`src/rtl/rxsn_defs.vh`:
```
`ifndef RXSN_DEFS_VH
`define RXSN_DEFS_VH
`define RXSN_SLOT_MAX 12'd2249
`define RXSN_SAMPLE_MAX 11'd1279
`define RXSN_TICK_NS 32'd2000
`define RXSN_CLK_NS 32'd10
`define RXSN_TICK_CYC (`RXSN_TICK_NS / `RXSN_CLK_NS)
`define RXSN_TICK_LAST 8'd199
`define RXSN_A_CTRL 12'h000
`define RXSN_A_SLEEP 12'h004
`define RXSN_A_WAKE 12'h008
`define RXSN_A_TRIG 12'h00C
`define RXSN_A_SLOTNDG 12'h010
`define RXSN_A_SAMPNDG 12'h014
`define RXSN_A_MAXAUTO 12'h018
`define RXSN_A_TXSTART 12'h01C
`define RXSN_A_RX1CTL 12'h020
`define RXSN_A_RX2CTL 12'h024
`define RXSN_A_COUNT 12'h028
`define RXSN_A_CH1FLAG 12'h02C
`define RXSN_A_CH2FLAG 12'h030
`define RXSN_A_STATUS 12'h034
`define RXSN_B_SLEEPEN 2
`define RXSN_B_MODE_HI 1
`define RXSN_B_MODE_LO 0
`define RXSN_B_RXEN 0
`define RXSN_B_AIS 1
`define RXSN_MODE_TRACK 2'b10
`endif

```
`src/rtl/rxsn_slot_timer.v`:
```
`timescale 1ns/100ps
`include "rxsn_defs.vh"
module rxsn_slot_timer (
	input wire mclk,
	input wire rst_n,
	input wire psel,
	input wire penable,
	input wire pwrite,
	input wire [11:0] paddr,
	input wire [31:0] pwdata,
	output reg [31:0] prdata,
	output reg pready,
	output reg pslverr,
	input wire ch1FlagDet,
	input wire ch2FlagDet,
	input wire utcPulse,
	output reg rfEnableCh1,
	output reg rfEnableCh2,
	output reg rxActiveCh1,
	output reg rxActiveCh2,
	output reg txStartPulse
);
	reg [2:0] ctrl_reg;
	reg [10:0] sleep_reg, wake_reg, trig_reg, maxAuto_reg, txStart_reg;
	reg [11:0] slotNudge_reg;
	reg [10:0] sampNudge_reg;
	reg nudgePend_reg;
	reg [1:0] rx1Ctl_reg, rx2Ctl_reg;
	reg [11:0] slot_reg;
	reg [10:0] sample_reg;
	reg [7:0] tick_reg;
	reg [22:0] flag1_reg, flag2_reg;
	reg [11:0] autoNudge_reg;
	reg autoPend_reg;
	wire [1:0] asleep;
	wire [1:0] gotFlag;
	wire [1:0] flagDet;
	wire [3:0] chCtl;
	wire tick, slotStart, atTrig, apbWr, apbRd;
	wire [11:0] sampWide, nudgeSamp, sampSum, slotSum;
	wire [11:0] calc, calcAbs, clamped;
	assign flagDet = {ch2FlagDet, ch1FlagDet};
	assign chCtl = {rx2Ctl_reg, rx1Ctl_reg};
	assign tick = (tick_reg == `RXSN_TICK_LAST);
	assign slotStart = tick && sample_reg == `RXSN_SAMPLE_MAX;
	assign atTrig = tick && sample_reg == trig_reg;
	assign apbWr = psel && penable && pwrite && !pready;
	assign apbRd = psel && !penable && !pwrite;
	assign sampWide = {1'b0, sample_reg};
	assign calc = (sample_reg >= 11'd320 && sample_reg < 11'd960) ?
		12'd640 - sampWide : 12'd0 - sampWide;
	assign calcAbs = calc[11] ? 12'd0 - calc : calc;
	assign clamped = (calcAbs <= {1'b0, maxAuto_reg}) ? calc :
		(calc[11] ? 12'd0 - {1'b0, maxAuto_reg} : {1'b0, maxAuto_reg});
	assign nudgeSamp = (ctrl_reg[1:0] == `RXSN_MODE_TRACK) ?
		(autoPend_reg ? autoNudge_reg : 12'd0) :
		(nudgePend_reg ? {sampNudge_reg[10], sampNudge_reg} : 12'd0);
	assign sampSum = sampWide + nudgeSamp + 12'd1;
	assign slotSum = slot_reg + slotNudge_reg;
	genvar g;
	generate
		for (g = 0; g < 2; g = g + 1) begin : chan
			rxsn_chan_sleep u_sleep (
				.mclk(mclk),
				.rst_n(rst_n),
				.sleepOn(ctrl_reg[`RXSN_B_SLEEPEN]),
				.chanCtl(chCtl[2*g+1:2*g]),
				.slotStart(slotStart),
				.flagDet(flagDet[g]),
				.sampleCount(sample_reg),
				.sleepSample(sleep_reg),
				.wakeSample(wake_reg),
				.asleep_reg(asleep[g]),
				.gotFlag_reg(gotFlag[g])
			);
		end
	endgenerate
	always @(posedge mclk) begin
		if (!rst_n) begin
			ctrl_reg <= 3'h0;
			sleep_reg <= 11'h000;
			wake_reg <= 11'h000;
			trig_reg <= 11'h000;
			maxAuto_reg <= 11'h000;
			txStart_reg <= 11'h000;
			slotNudge_reg <= 12'h000;
			sampNudge_reg <= 11'h000;
			nudgePend_reg <= 1'b0;
			rx1Ctl_reg <= 2'h0;
			rx2Ctl_reg <= 2'h0;
			slot_reg <= 12'h000;
			sample_reg <= 11'h000;
			tick_reg <= 8'h00;
			flag1_reg <= 23'h000000;
			flag2_reg <= 23'h000000;
			autoNudge_reg <= 12'h000;
			autoPend_reg <= 1'b0;
			prdata <= 32'h00000000;
			pready <= 1'b0;
			pslverr <= 1'b0;
			rfEnableCh1 <= 1'b0;
			rfEnableCh2 <= 1'b0;
			rxActiveCh1 <= 1'b0;
			rxActiveCh2 <= 1'b0;
			txStartPulse <= 1'b0;
		end else begin
			tick_reg <= tick ? 8'h00 : tick_reg + 8'h01;
			if (utcPulse && ctrl_reg[1:0] == `RXSN_MODE_TRACK) begin
				autoNudge_reg <= clamped;
				autoPend_reg <= 1'b1;
			end
			if (tick) begin
				if (atTrig) begin
					sample_reg <= sampSum[10:0];
					slot_reg <= slotSum[11] ?
						slotSum + `RXSN_SLOT_MAX + 12'd1 :
						(slotSum > `RXSN_SLOT_MAX ?
						slotSum - `RXSN_SLOT_MAX - 12'd1 : slotSum);
					slotNudge_reg <= 12'h000;
					sampNudge_reg <= 11'h000;
					nudgePend_reg <= 1'b0;
					autoPend_reg <= 1'b0;
				end else if (sample_reg == `RXSN_SAMPLE_MAX) begin
					sample_reg <= 11'h000;
					slot_reg <= (slot_reg == `RXSN_SLOT_MAX) ?
						12'h000 : slot_reg + 12'h001;
				end else
					sample_reg <= sample_reg + 11'h001;
			end
			// exact match start
			// First cycle of the start sample, not its last
			txStartPulse <= (tick_reg == 8'h00) &&
				(sample_reg == txStart_reg);
			if (ch1FlagDet)
				flag1_reg <= {slot_reg, sample_reg};
			if (ch2FlagDet)
				flag2_reg <= {slot_reg, sample_reg};
			rfEnableCh1 <= rx1Ctl_reg[`RXSN_B_RXEN] & ~asleep[0];
			rfEnableCh2 <= rx2Ctl_reg[`RXSN_B_RXEN] & ~asleep[1];
			rxActiveCh1 <= gotFlag[0];
			rxActiveCh2 <= gotFlag[1];
			pready <= psel && penable && !pready;
			pslverr <= 1'b0;
			if (apbWr) begin
				case (paddr)
				`RXSN_A_CTRL: ctrl_reg <= pwdata[2:0];
				`RXSN_A_SLEEP: sleep_reg <= pwdata[10:0];
				`RXSN_A_WAKE: wake_reg <= pwdata[10:0];
				`RXSN_A_TRIG: trig_reg <= pwdata[10:0];
				`RXSN_A_SLOTNDG: slotNudge_reg <= pwdata[11:0];
				`RXSN_A_SAMPNDG: begin
					sampNudge_reg <= pwdata[10:0];
					nudgePend_reg <= 1'b1;
				end
				`RXSN_A_MAXAUTO: maxAuto_reg <= pwdata[10:0];
				`RXSN_A_TXSTART: txStart_reg <= pwdata[10:0];
				`RXSN_A_RX1CTL: rx1Ctl_reg <= pwdata[1:0];
				`RXSN_A_RX2CTL: rx2Ctl_reg <= pwdata[1:0];
				default: pslverr <= 1'b1;
				endcase
			end
			if (apbRd) begin
				case (paddr)
				`RXSN_A_CTRL: prdata <= {29'h0, ctrl_reg};
				`RXSN_A_SLEEP: prdata <= {21'h0, sleep_reg};
				`RXSN_A_WAKE: prdata <= {21'h0, wake_reg};
				`RXSN_A_TRIG: prdata <= {21'h0, trig_reg};
				`RXSN_A_SLOTNDG: prdata <= {20'h0, slotNudge_reg};
				`RXSN_A_SAMPNDG: prdata <= {21'h0, sampNudge_reg};
				`RXSN_A_MAXAUTO: prdata <= {21'h0, maxAuto_reg};
				`RXSN_A_TXSTART: prdata <= {21'h0, txStart_reg};
				`RXSN_A_RX1CTL: prdata <= {30'h0, rx1Ctl_reg};
				`RXSN_A_RX2CTL: prdata <= {30'h0, rx2Ctl_reg};
				`RXSN_A_COUNT: prdata <= {4'h0, slot_reg, 5'h00, sample_reg};
				`RXSN_A_CH1FLAG: prdata <= {4'h0, flag1_reg[22:11],
					5'h00, flag1_reg[10:0]};
				`RXSN_A_CH2FLAG: prdata <= {4'h0, flag2_reg[22:11],
					5'h00, flag2_reg[10:0]};
				`RXSN_A_STATUS: prdata <= {28'h0, gotFlag, asleep};
				default: prdata <= 32'h00000000;
				endcase
			end
			if (psel && penable && !pwrite && !pready &&
				paddr > `RXSN_A_STATUS)
				pslverr <= 1'b1;
		end
	end
endmodule // rxsn_slot_timer

```
`src/rtl/rxsn_chan_sleep.v`:
```
`timescale 1ns/100ps
`include "rxsn_defs.vh"
module rxsn_chan_sleep (
	input wire mclk,
	input wire rst_n,
	input wire sleepOn,
	input wire [1:0] chanCtl,
	input wire slotStart,
	input wire flagDet,
	input wire [10:0] sampleCount,
	input wire [10:0] sleepSample,
	input wire [10:0] wakeSample,
	output reg asleep_reg,
	output reg gotFlag_reg
);
	wire chanUsed;
	assign chanUsed = chanCtl[`RXSN_B_RXEN] & chanCtl[`RXSN_B_AIS];
	always @(posedge mclk) begin
		if (!rst_n) begin
			asleep_reg <= 1'b0;
			gotFlag_reg <= 1'b0;
		end else begin
			if (flagDet)
				gotFlag_reg <= 1'b1;
			else if (slotStart)
				gotFlag_reg <= 1'b0;
			if (asleep_reg && sampleCount == wakeSample)
				asleep_reg <= 1'b0;
			else if (!sleepOn || !chanUsed)
				asleep_reg <= 1'b0;
			else if (!asleep_reg && sampleCount == sleepSample
				&& !gotFlag_reg && !flagDet)
				asleep_reg <= 1'b1;
		end
	end
endmodule // rxsn_chan_sleep

```
`config.mk`:
```
export PLATFORM = sky130hd
export DESIGN_NAME = rxsn_slot_timer
export DESIGN_NICKNAME = d
export VERILOG_FILES = /design/src/rtl/rxsn_slot_timer.v /design/src/rtl/rxsn_chan_sleep.v
export VERILOG_INCLUDE_DIRS = /design/src /design/src/rtl
export SDC_FILE = /design/constraint.sdc
export NUM_CORES = 1
export LEC_CHECK = 0
export BUFFER_PORTS_ARGS = -buffer_cell sky130_fd_sc_hd__buf_2
export CAP_MARGIN = 20
export CORE_ASPECT_RATIO = 1.1
export CORE_MARGIN = 2
export CORE_UTILIZATION = 65
export CTS_BUF_LIST = sky130_fd_sc_hd__clkbuf_8
export DETAILED_ROUTE_END_ITERATION = 10
export GPL_ROUTABILITY_DRIVEN = 0
export PLACE_DENSITY = 0.91
export SKIP_LAST_GASP = 1
export SYNTH_ARGS = -nofsm -noshare
export SYNTH_HDL_FRONTEND = slang
export SYNTH_SLANG_ARGS = --single-unit
```
`constraint.sdc`:
```
create_clock -name mclk -period 12.4 [get_ports mclk]
set_input_delay 1.86 -clock mclk [delete_from_list [all_inputs] [get_ports mclk]]
set_output_delay 1.86 -clock mclk [all_outputs]
set_load 0.01 [all_outputs]
```
==> results by group, run 1 <==
Run status
  • Status: finished with violations
  • Failing checks: design-rule violations

STA
  • Setup violators final: 0
  • Final hold vios: 0
  • Final period util: 41.4%
  • Unrepaired setup endpoints after global routing: no
  • Fin Setup TNS: 0 ps
  • Least-Margin Pin Slew: 1150 ps
  • Max Freq: 0.195 GHz
  • Final Max Slew Viols: 0
  • Max Clock Skew: 41.5 ps
  • Crit path time final: 5130 ps
  • Worst setup margin: 7270 ps
  • Max_slew headroom: 23.5%

Placed design
  • Dpl cells: 1658
  • Place WS: 7390 ps
  • IO buf count: 62
  • DP Wirelength: 24200 um

Clock network
  • CTS HTree Levels: 2
  • Clock latency on the worst-skew pair: 560 ps
  • Clock buffer depth: 3
  • Post-CTS setup buffer count: 0
  • Cts hold-fix bufs: 0
  • CTS buffer count: 36
  • Cts repair resizes: 0
  • Clk sinks: 210
  • CTS tree: built
  • Clk slew on worst S/H paths: 60 ps
  • Root buf cell: clkbuf_8

Power
  • Static Leak: 5.13 nW
  • Overall power: 0.00150 W
  • Power Density: 116 mW/mm2
  • VDD IR max: 0.117 mV

GRT
  • Initial antenna violation count: 1
  • First-pass GRT wire length: 56000 um
  • Largest net degree at the start of global routing: 97
  • Vias in the first global route: 10900
  • Gr ovfl total: 0
  • Overall Global Routing Usage: 36.0%

Floorplanning
  • Die area: 0.0193 mm2
  • Die Ht: 146 um
  • Initial Utilization: 66.7%
  • Ports: 91
  • Core area: 0.0177 mm2
  • Die W: 133 um
  • Row count: 51

Final layout
  • Final Util: 72.9%
  • Final Non-Filler Cells: 1725
  • Most common cell after layout, fill and taps aside: dfxtp_1
  • Fill cells: 1256
  • Area Growth Syn to Fin: 9.30%
  • # nets final: 1557
  • N_diodes: 0
  • Commonest non-fill, non-tap cells in the layout: dfxtp_1 (210), nand2_1 (173), nor2_1 (150)
  • Share of cells above drive strength 1: 11.0%
  • Number of flip-flops under the largest register name: 24

Route
  • Initial DRC Count: 1607
  • Routed length on met3: 4420 um
  • Length of routed wiring on met1: 12900 um
  • Routed met2 length: 16500 um
  • Vias: 11500
  • Via-to-Cell Ratio: 6.68
  • Highest routed layer: met4
  • Post-detailed-route wirelength per cell: 20.9 um
  • DR pass1 iterations: 11
  • DRT Wirelength: 36100 um
  • Post-DRT Antenna Nets: 0
  • DRC viols: 1

Yosys
  • Top-area cell type share of the netlist area: 35.5%
  • Post-synth top flop: dfxtp_1
  • Syn Area/Cell: 8.22 um2
  • Sequential fraction of the synthesis area: 35.5%
  • Synth area leader: dfxtp_1
  • Yosys reg bits: 210
  • Mapped Area: 0.0118 mm2
  • Synth unique cells: 73
  • Synth top area cells: dfxtp_1 (36%), nand2_1 (5.5%), a21oi_1 (5.1%), mux2i_1 (5.1%), nor2_1 (4.8%)
  • YS warnings: 0
  • Mapped Cells: 1440
  • Ys async rst share: 0%
  • Number of flops mapped to enable cells by yosys: 0

Setup path
  • Critical path's slowest cell: dfxtp_1
  • Critical Path End Type: register
  • CP Class: register to register
  • RR Startpoint: sample_reg[7]
  • CP top delay family: compound AO/OA/AOI/OAI gates
  • Reg2Reg Setup Slack: 7270 ps
  • Crit. Startpoint: sample_reg[7]
  • Bufs and invs on worst path: 0
  • Critical path arrival: 5590 ps
  • Critical Path Sink: autoNudge_reg[7]
  • CP Launch Type: register
  • Slowest cell delay on critical path: 830 ps
  • Crit path max fanout: 14
  • CP Data Required Time: 12860 ps
  • R2R cell count: 17
  • Worst path cell trace: o21ai_0, a21oi_1, ha_1, a31oi_1, nor2_1, o21bai_1, o31ai_1, xor2_1, ha_1, nand4_1, nor2_1, nand3_1, o21ai_0, a31oi_1, a41oi_2, mux2_1, o22ai_1
  • R2R Path End: autoNudge_reg[7]
  • CP Depth: 17

Job
  • Max-cap viol count: 0

Min path
  • Worst hold path type: register to register
[metrics by stage]
stage | hold slack, ps | cell area, um2
2_1_floorplan | 426 | 11900
3_3_place_gp | 440 | 12100
3_5_place_dp | 442 | 12100
4_1_cts | 460 | 12900
5_1_grt | 478 | 12900
6_report | 459 | 12900
[final cells by class]
cell class / instances / area [um2] / share of cell area, %
clock inverters: 20 / 181 / 1.40
flip-flops and latches: 210 / 4200 / 32.5
multi-input cells: 1100 / 7050 / 54.5
repair buffers: 82 / 455 / 3.52
clock buffers: 46 / 633 / 4.90
well taps: 238 / 298 / 2.30
inverters: 29 / 111 / 0.861
[kinds of logic after synthesis]
family	share of synthesized area, %
AO/OA/AOI/OAI	19.8
XOR/XNOR	7.70
adder cells (fa/ha/maj)	4.99
buffers and inverters	5.17
flip-flops	35.5
multiplexers	5.39
other	0.0317
AND/OR/NAND/NOR	21.4
[layer usage]
layer	track usage, %	vias up
met3	8.22	208
li1	-	5178
met5	0	-
met2	57.7	828
met4	21.3	0
met1	44.2	5308
[how the worst min path moves through the flow]
| stage | startpoint | end | slack (ps) | cells after the start |
|---|---|---|---|---|
| after floorplan | tick_reg[0] | tick_reg[0] | 430 | 1 |
| after global placement | prdata[11] | prdata[11] | 440 | 2 |
| final | prdata[11] | prdata[11] | 460 | 2 |
| after detailed placement | prdata[1] | prdata[1] | 440 | 2 |
| after global routing | autoNudge_reg[9] | autoNudge_reg[9] | 480 | 2 |
| after CTS | prdata[11] | prdata[11] | 460 | 2 |
[power breakdown]
part	internal (W)	switching (W)	total, W
clock network	0.000400	0.000296	0.000695
logic	0.0000439	0.0000788	0.000123
registers	0.000678	0.00000243	0.000680
[synth_stat cells (12+ instances only)]
cell / count
nand4_1: 15
nor2_1: 150
xor2_1: 51
ha_1: 44
nand3_1: 31
dfxtp_1: 210
a222oi_1: 15
nor4_1: 14
nor3_1: 34
and3_1: 28
inv_1: 28
xnor2_1: 53
a22o_1: 38
a22oi_1: 47
a31oi_1: 17
a21oi_1: 120
mux2i_1: 60
buf_2: 18
o22ai_1: 12
o21ai_0: 48
clkbuf_1: 71
nand2_1: 173
[tightest hold or removal path: cells and delay by family (launching register included)]
family,cells,cell delay [ps]
flops,1,310
compound gates,1,50
simple gates,1,50
Power figures use the tool's default switching activity.
==> inputs of run 2 (changes only) <==
Settings changed: CORE_UTILIZATION 65 to 57, PLACE_DENSITY 0.91 to 0.85.
Clock period 12.4 ns to 4.2 ns, I/O delays scaled along.
==> results by group, run 2 (synthesized netlist as in run 1, its figures left out) <==
Floorplanning
  • Ports: 91
  • Initial Utilization: 57.9%
  • Row count: 55
  • Die Ht: 155 um
  • Die W: 141 um
  • Die area: 0.0219 mm2
  • Core area: 0.0204 mm2

STA
  • Final Max Slew Viols: 0
  • Final period util: 95.3%
  • Least-Margin Pin Slew: 1010 ps
  • Setup violators final: 0
  • Final hold vios: 0
  • Max Clock Skew: 32.3 ps
  • Worst setup margin: 199 ps
  • Max Freq: 0.250 GHz
  • Max_slew headroom: 32.7%
  • Min Hold Slack: 347 ps
  • Crit path time final: 4000 ps

Power
  • Static Leak: 5.22 nW
  • Power Density: 337 mW/mm2
  • VDD IR max: 0.277 mV

Clock network
  • Clk slew on worst S/H paths: 60 ps
  • Clock latency on the worst-skew pair: 560 ps
  • CTS buffer count: 37
  • Clk sinks: 210
  • Root buf cell: clkbuf_8
  • CTS tree: built
  • CTS HTree Levels: 2
  • Clock buffer depth: 3

GRT
  • Gr ovfl total: 0
  • Overall Global Routing Usage: 31.1%
  • Initial antenna violation count: 1
  • First-pass GRT wire length: 54600 um
  • Vias in the first global route: 10600
  • Largest net degree at the start of global routing: 81

Setup path
  • Reg2Reg Setup Slack: 200 ps
  • CP Launch Type: register
  • Crit path max fanout: 12
  • R2R cell count: 19
  • R2R Path End: autoNudge_reg[7]
  • Critical Path End Type: register
  • RR Startpoint: sample_reg[7]
  • CP Data Required Time: 4650 ps
  • CP Class: register to register
  • Critical path arrival: 4460 ps

Final layout
  • Commonest non-fill, non-tap cells in the layout: dfxtp_1 (210), nand2_1 (173), nor2_1 (150)
  • Area Growth Syn to Fin: 10.7%
  • # nets final: 1577
  • N_diodes: 0
  • Post-route cell area: 0.0131 mm2
  • Share of cells above drive strength 1: 12.5%
  • Number of flip-flops under the largest register name: 24
  • Most common cell after layout, fill and taps aside: dfxtp_1
  • Final Util: 64.1%
  • Final Non-Filler Cells: 1763

Placed design
  • Place WS: 165 ps
  • DP Wirelength: 24500 um
  • Placed cell area: 0.0123 mm2
  • IO buf count: 62
  • Dpl cells: 1694

Min path
  • Hold Path End: slotNudge_reg[11]
  • Worst hold path type: input pin to register
  • Min-delay src: pwdata[11]
  • Hold depth: 2

Route
  • Initial DRC Count: 1424
  • Vias: 11300
  • DRT Wirelength: 35200 um
  • DR pass1 iterations: 8
  • Via-to-Cell Ratio: 6.42
  • Post-DRT Antenna Nets: 0
  • DRC viols: 0
  • Post-detailed-route wirelength per cell: 20.0 um

Run status
  • Status: finished clean

Job
  • Max-cap viol count: 0
==> run 2: worst max-delay path, cell delays in order (launching register included) <==
cell and delay (ps):
dfxtp_1 410, o21ai_0 150, a21oi_2 250, ha_1 320, a31oi_1 200, nor2_1 90, o21bai_1 210, buf_4 220
o31ai_1 110, xor2_1 170, ha_1 320, nand4_1 130, nor2_1 160, nand3_1 80, o21ai_0 80, a31oi_1 90
a41oi_2 270, buf_4 160, mux2_1 330, o22ai_1 170
==> run 2: power by group <==
group	switching (W)	leakage (nW)	internal (W)	total [W]
registers	0.00000752	1.69	0.00200	0.00201
clock network	0.000894	0.442	0.00111	0.00200
logic	0.000239	3.09	0.000168	0.000407
total	0.00114	5.22	0.00328	0.00442
==> run 2: worst max path at each step <==
stage                  start          endpoint  slack [ps]  depth (start not counted)
2_1_floorplan  sample_reg[8]  autoNudge_reg[9]          80                         21
3_3_place_gp   sample_reg[9]  autoNudge_reg[8]         230                         18
3_5_place_dp   sample_reg[9]  autoNudge_reg[8]         160                         18
4_1_cts        sample_reg[9]  autoNudge_reg[8]         140                         18
5_1_grt        sample_reg[7]  autoNudge_reg[7]         -20                         18
6_report       sample_reg[7]  autoNudge_reg[7]         200                         19
==> run 2: layer usage <==
layer | global-route usage [%] | share of wire [%] | vias to the layer above
li1 | - | - | 5228
met1 | 38.8 | 37 | 5244
met2 | 49.9 | 46 | 691
met3 | 6.53 | 11 | 162
met4 | 18.1 | 6.1 | 0
met5 | 0 | 0 | -
==> run 2: what timing repair did <==
action                                  4_1_cts  5_1_grt
gates resized for setup                       0        3
setup buffers                                 0        2
endpoints found under the setup margin        0       10
hold buffers                                  0        0
==> run 2: stage by stage <==
stage	power, W	setup TNS (ps)
after floorplan	0.00233	0
after global placement	0.00242	0
after detailed placement	0.00242	0
after CTS	0.00439	0
after global routing	0.00454	-18.8
final	0.00442	0
==> run 2: cell type report <==
type,instances,area (um2)
sequential,210,4200
multi-input combinational,1100,7060
clock buffer,48,661
tap,256,320
clock inverter,19,135
timing repair buffer,101,603
fill,1637,7340
inverter,29,111
==> inputs of run 3 (changes only) <==
Settings changed: CORE_UTILIZATION 57 to 35, PLACE_DENSITY 0.85 to 0.59.
==> results by group, run 3 (synthesized netlist as in run 1, its figures left out) <==
GRT
  • Vias in the first global route: 10500
  • Gr ovfl total: 0
  • First-pass GRT wire length: 58000 um
  • Initial antenna violation count: 0
  • Overall Global Routing Usage: 21.1%
  • Largest net degree at the start of global routing: 78

Floorplanning
  • Die Ht: 197 um
  • Ports: 91
  • Row count: 70
  • Initial Utilization: 35.5%
  • Core area: 0.0333 mm2
  • Die W: 179 um
  • Die area: 0.0353 mm2

Setup path
  • Crit. Startpoint: sample_reg[8]
  • R2R cell count: 18
  • Critical path arrival: 4350 ps
  • CP Launch Type: register
  • R2R Path End: autoNudge_reg[9]
  • Reg2Reg Setup Slack: 310 ps
  • Critical Path Sink: autoNudge_reg[9]
  • CP Data Required Time: 4650 ps
  • CP Class: register to register
  • RR Startpoint: sample_reg[8]
  • Critical Path End Type: register
  • Crit path max fanout: 5

Route
  • Initial DRC Count: 932
  • Post-detailed-route wirelength per cell: 19.4 um
  • DR pass1 iterations: 6
  • Via-to-Cell Ratio: 5.64
  • Post-DRT Antenna Nets: 0
  • DRC viols: 0
  • Length of routed wiring on met1: 16700 um
  • Highest routed layer: met4
  • DRT Wirelength: 37500 um
  • Routed length on met3: 2510 um
  • Routed met2 length: 16800 um
  • Vias: 10900

Job
  • Max-cap viol count: 0

Final layout
  • Share of cells above drive strength 1: 12.3%
  • Number of flip-flops under the largest register name: 24
  • Area Growth Syn to Fin: 12.6%
  • Most common cell after layout, fill and taps aside: dfxtp_1
  • Final Non-Filler Cells: 1934
  • # nets final: 1576
  • Commonest non-fill, non-tap cells in the layout: dfxtp_1 (210), nand2_1 (173), nor2_1 (150)
  • Fill cells: 3422
  • N_diodes: 0
  • Post-route cell area: 0.0133 mm2

STA
  • Max_slew headroom: 31.8%
  • Max Clock Skew: 29.2 ps
  • Max Freq: 0.257 GHz
  • Crit path time final: 3890 ps
  • Fin Setup TNS: 0 ps
  • Setup violators final: 0
  • Final hold vios: 0
  • Min Hold Slack: 386 ps
  • Least-Margin Pin Slew: 1020 ps
  • Final Max Slew Viols: 0
  • Final period util: 92.7%
  • Unrepaired setup endpoints after global routing: no

Placed design
  • IO buf count: 62
  • DP Wirelength: 26800 um
  • Dpl cells: 1868
  • Placed cell area: 0.0125 mm2

Power
  • Power Density: 334 mW/mm2
  • VDD IR max: 0.282 mV
  • Static Leak: 5.20 nW

Run status
  • Status: finished clean

Clock network
  • CTS HTree Levels: 2
  • Clock latency on the worst-skew pair: 560 ps
  • Root buf cell: clkbuf_8
  • CTS tree: built
  • CTS buffer count: 39
  • Clk sinks: 210
  • Post-CTS setup buffer count: 0
  • Clk slew on worst S/H paths: 60 ps
  • Clock buffer depth: 3

Min path
  • Worst hold path type: input pin to register
## run 3: cell count changes in the layout (fill, tap and decap cells not counted), sizes merged
| cell | change |
|---|---|
| clkinvlp | +3 |
| clkinv | -5 |
| buf | -3 |
| clkbuf | +3 |
| inv | -3 |
## run 3: cell type report
cell class	count	area, um2	share of cell area (%)
repair buffers	98	597	4.48
clock inverters	14	100	0.752
inverters	29	111	0.836
well taps	432	541	4.06
multi-input cells	1100	7060	53.0
clock buffers	51	702	5.27
flip-flops and latches	210	4200	31.6
## run 3: how the worst min path moves through the flow
stage / startpoint / endpoint / slack, ps / depth (start not counted)
after floorplan: tick_reg[0] / tick_reg[0] / 430 / 1
after global placement: tick_reg[0] / tick_reg[0] / 440 / 1
after detailed placement: prdata[2] / prdata[2] / 450 / 2
after CTS: pwdata[11] / slotNudge_reg[11] / 370 / 2
after global routing: pwdata[11] / slotNudge_reg[11] / 390 / 2
final: penable / pready / 390 / 3
## run 3: worst max-delay path, cell delays in order, from the launching register on
cell,delay (ps)
dfxtp_1,340
a41o_1,250
a21oi_2,170
ha_1,310
xor2_2,220
or3b_1,400
nor3_2,180
nor2_1,80
xnor2_1,130
ha_1,320
nand4_1,130
nor2_1,150
nand3_1,80
o21ai_0,90
a31oi_1,90
a41oi_2,320
buf_6,190
mux2_4,300
o22ai_1,90
## run 3: report_power, final
group | internal [W] | total (W) | switching [W]
combinational | 0.000157 | 0.000401 | 0.000244
sequential | 0.00200 | 0.00201 | 0.00000682
clock | 0.00115 | 0.00204 | 0.000889
total | 0.00330 | 0.00444 | 0.00114
## run 3: per-layer routing
metal / global-route usage [%] / vias to the layer above
li1: - / 5212
met1: 27.9 / 5226
met2: 33.4 / 376
met3: 4.22 / 90
met4: 8.81 / 0
met5: 0 / -
## run 3: through the flow
stage          setup WS [ps]  total power (W)  util (%)
6_report                 308          0.00444      40.0
3_3_place_gp             235          0.00242      37.5
3_5_place_dp             191          0.00243      37.5
5_1_grt                 16.6          0.00460      40.0
4_1_cts                  139          0.00446      39.9
2_1_floorplan           80.9          0.00233         -
## run 3: what timing repair did
action,in CTS,in global routing
endpoints found under the setup margin,0,11
hold buffers,0,0
gates resized for setup,0,5
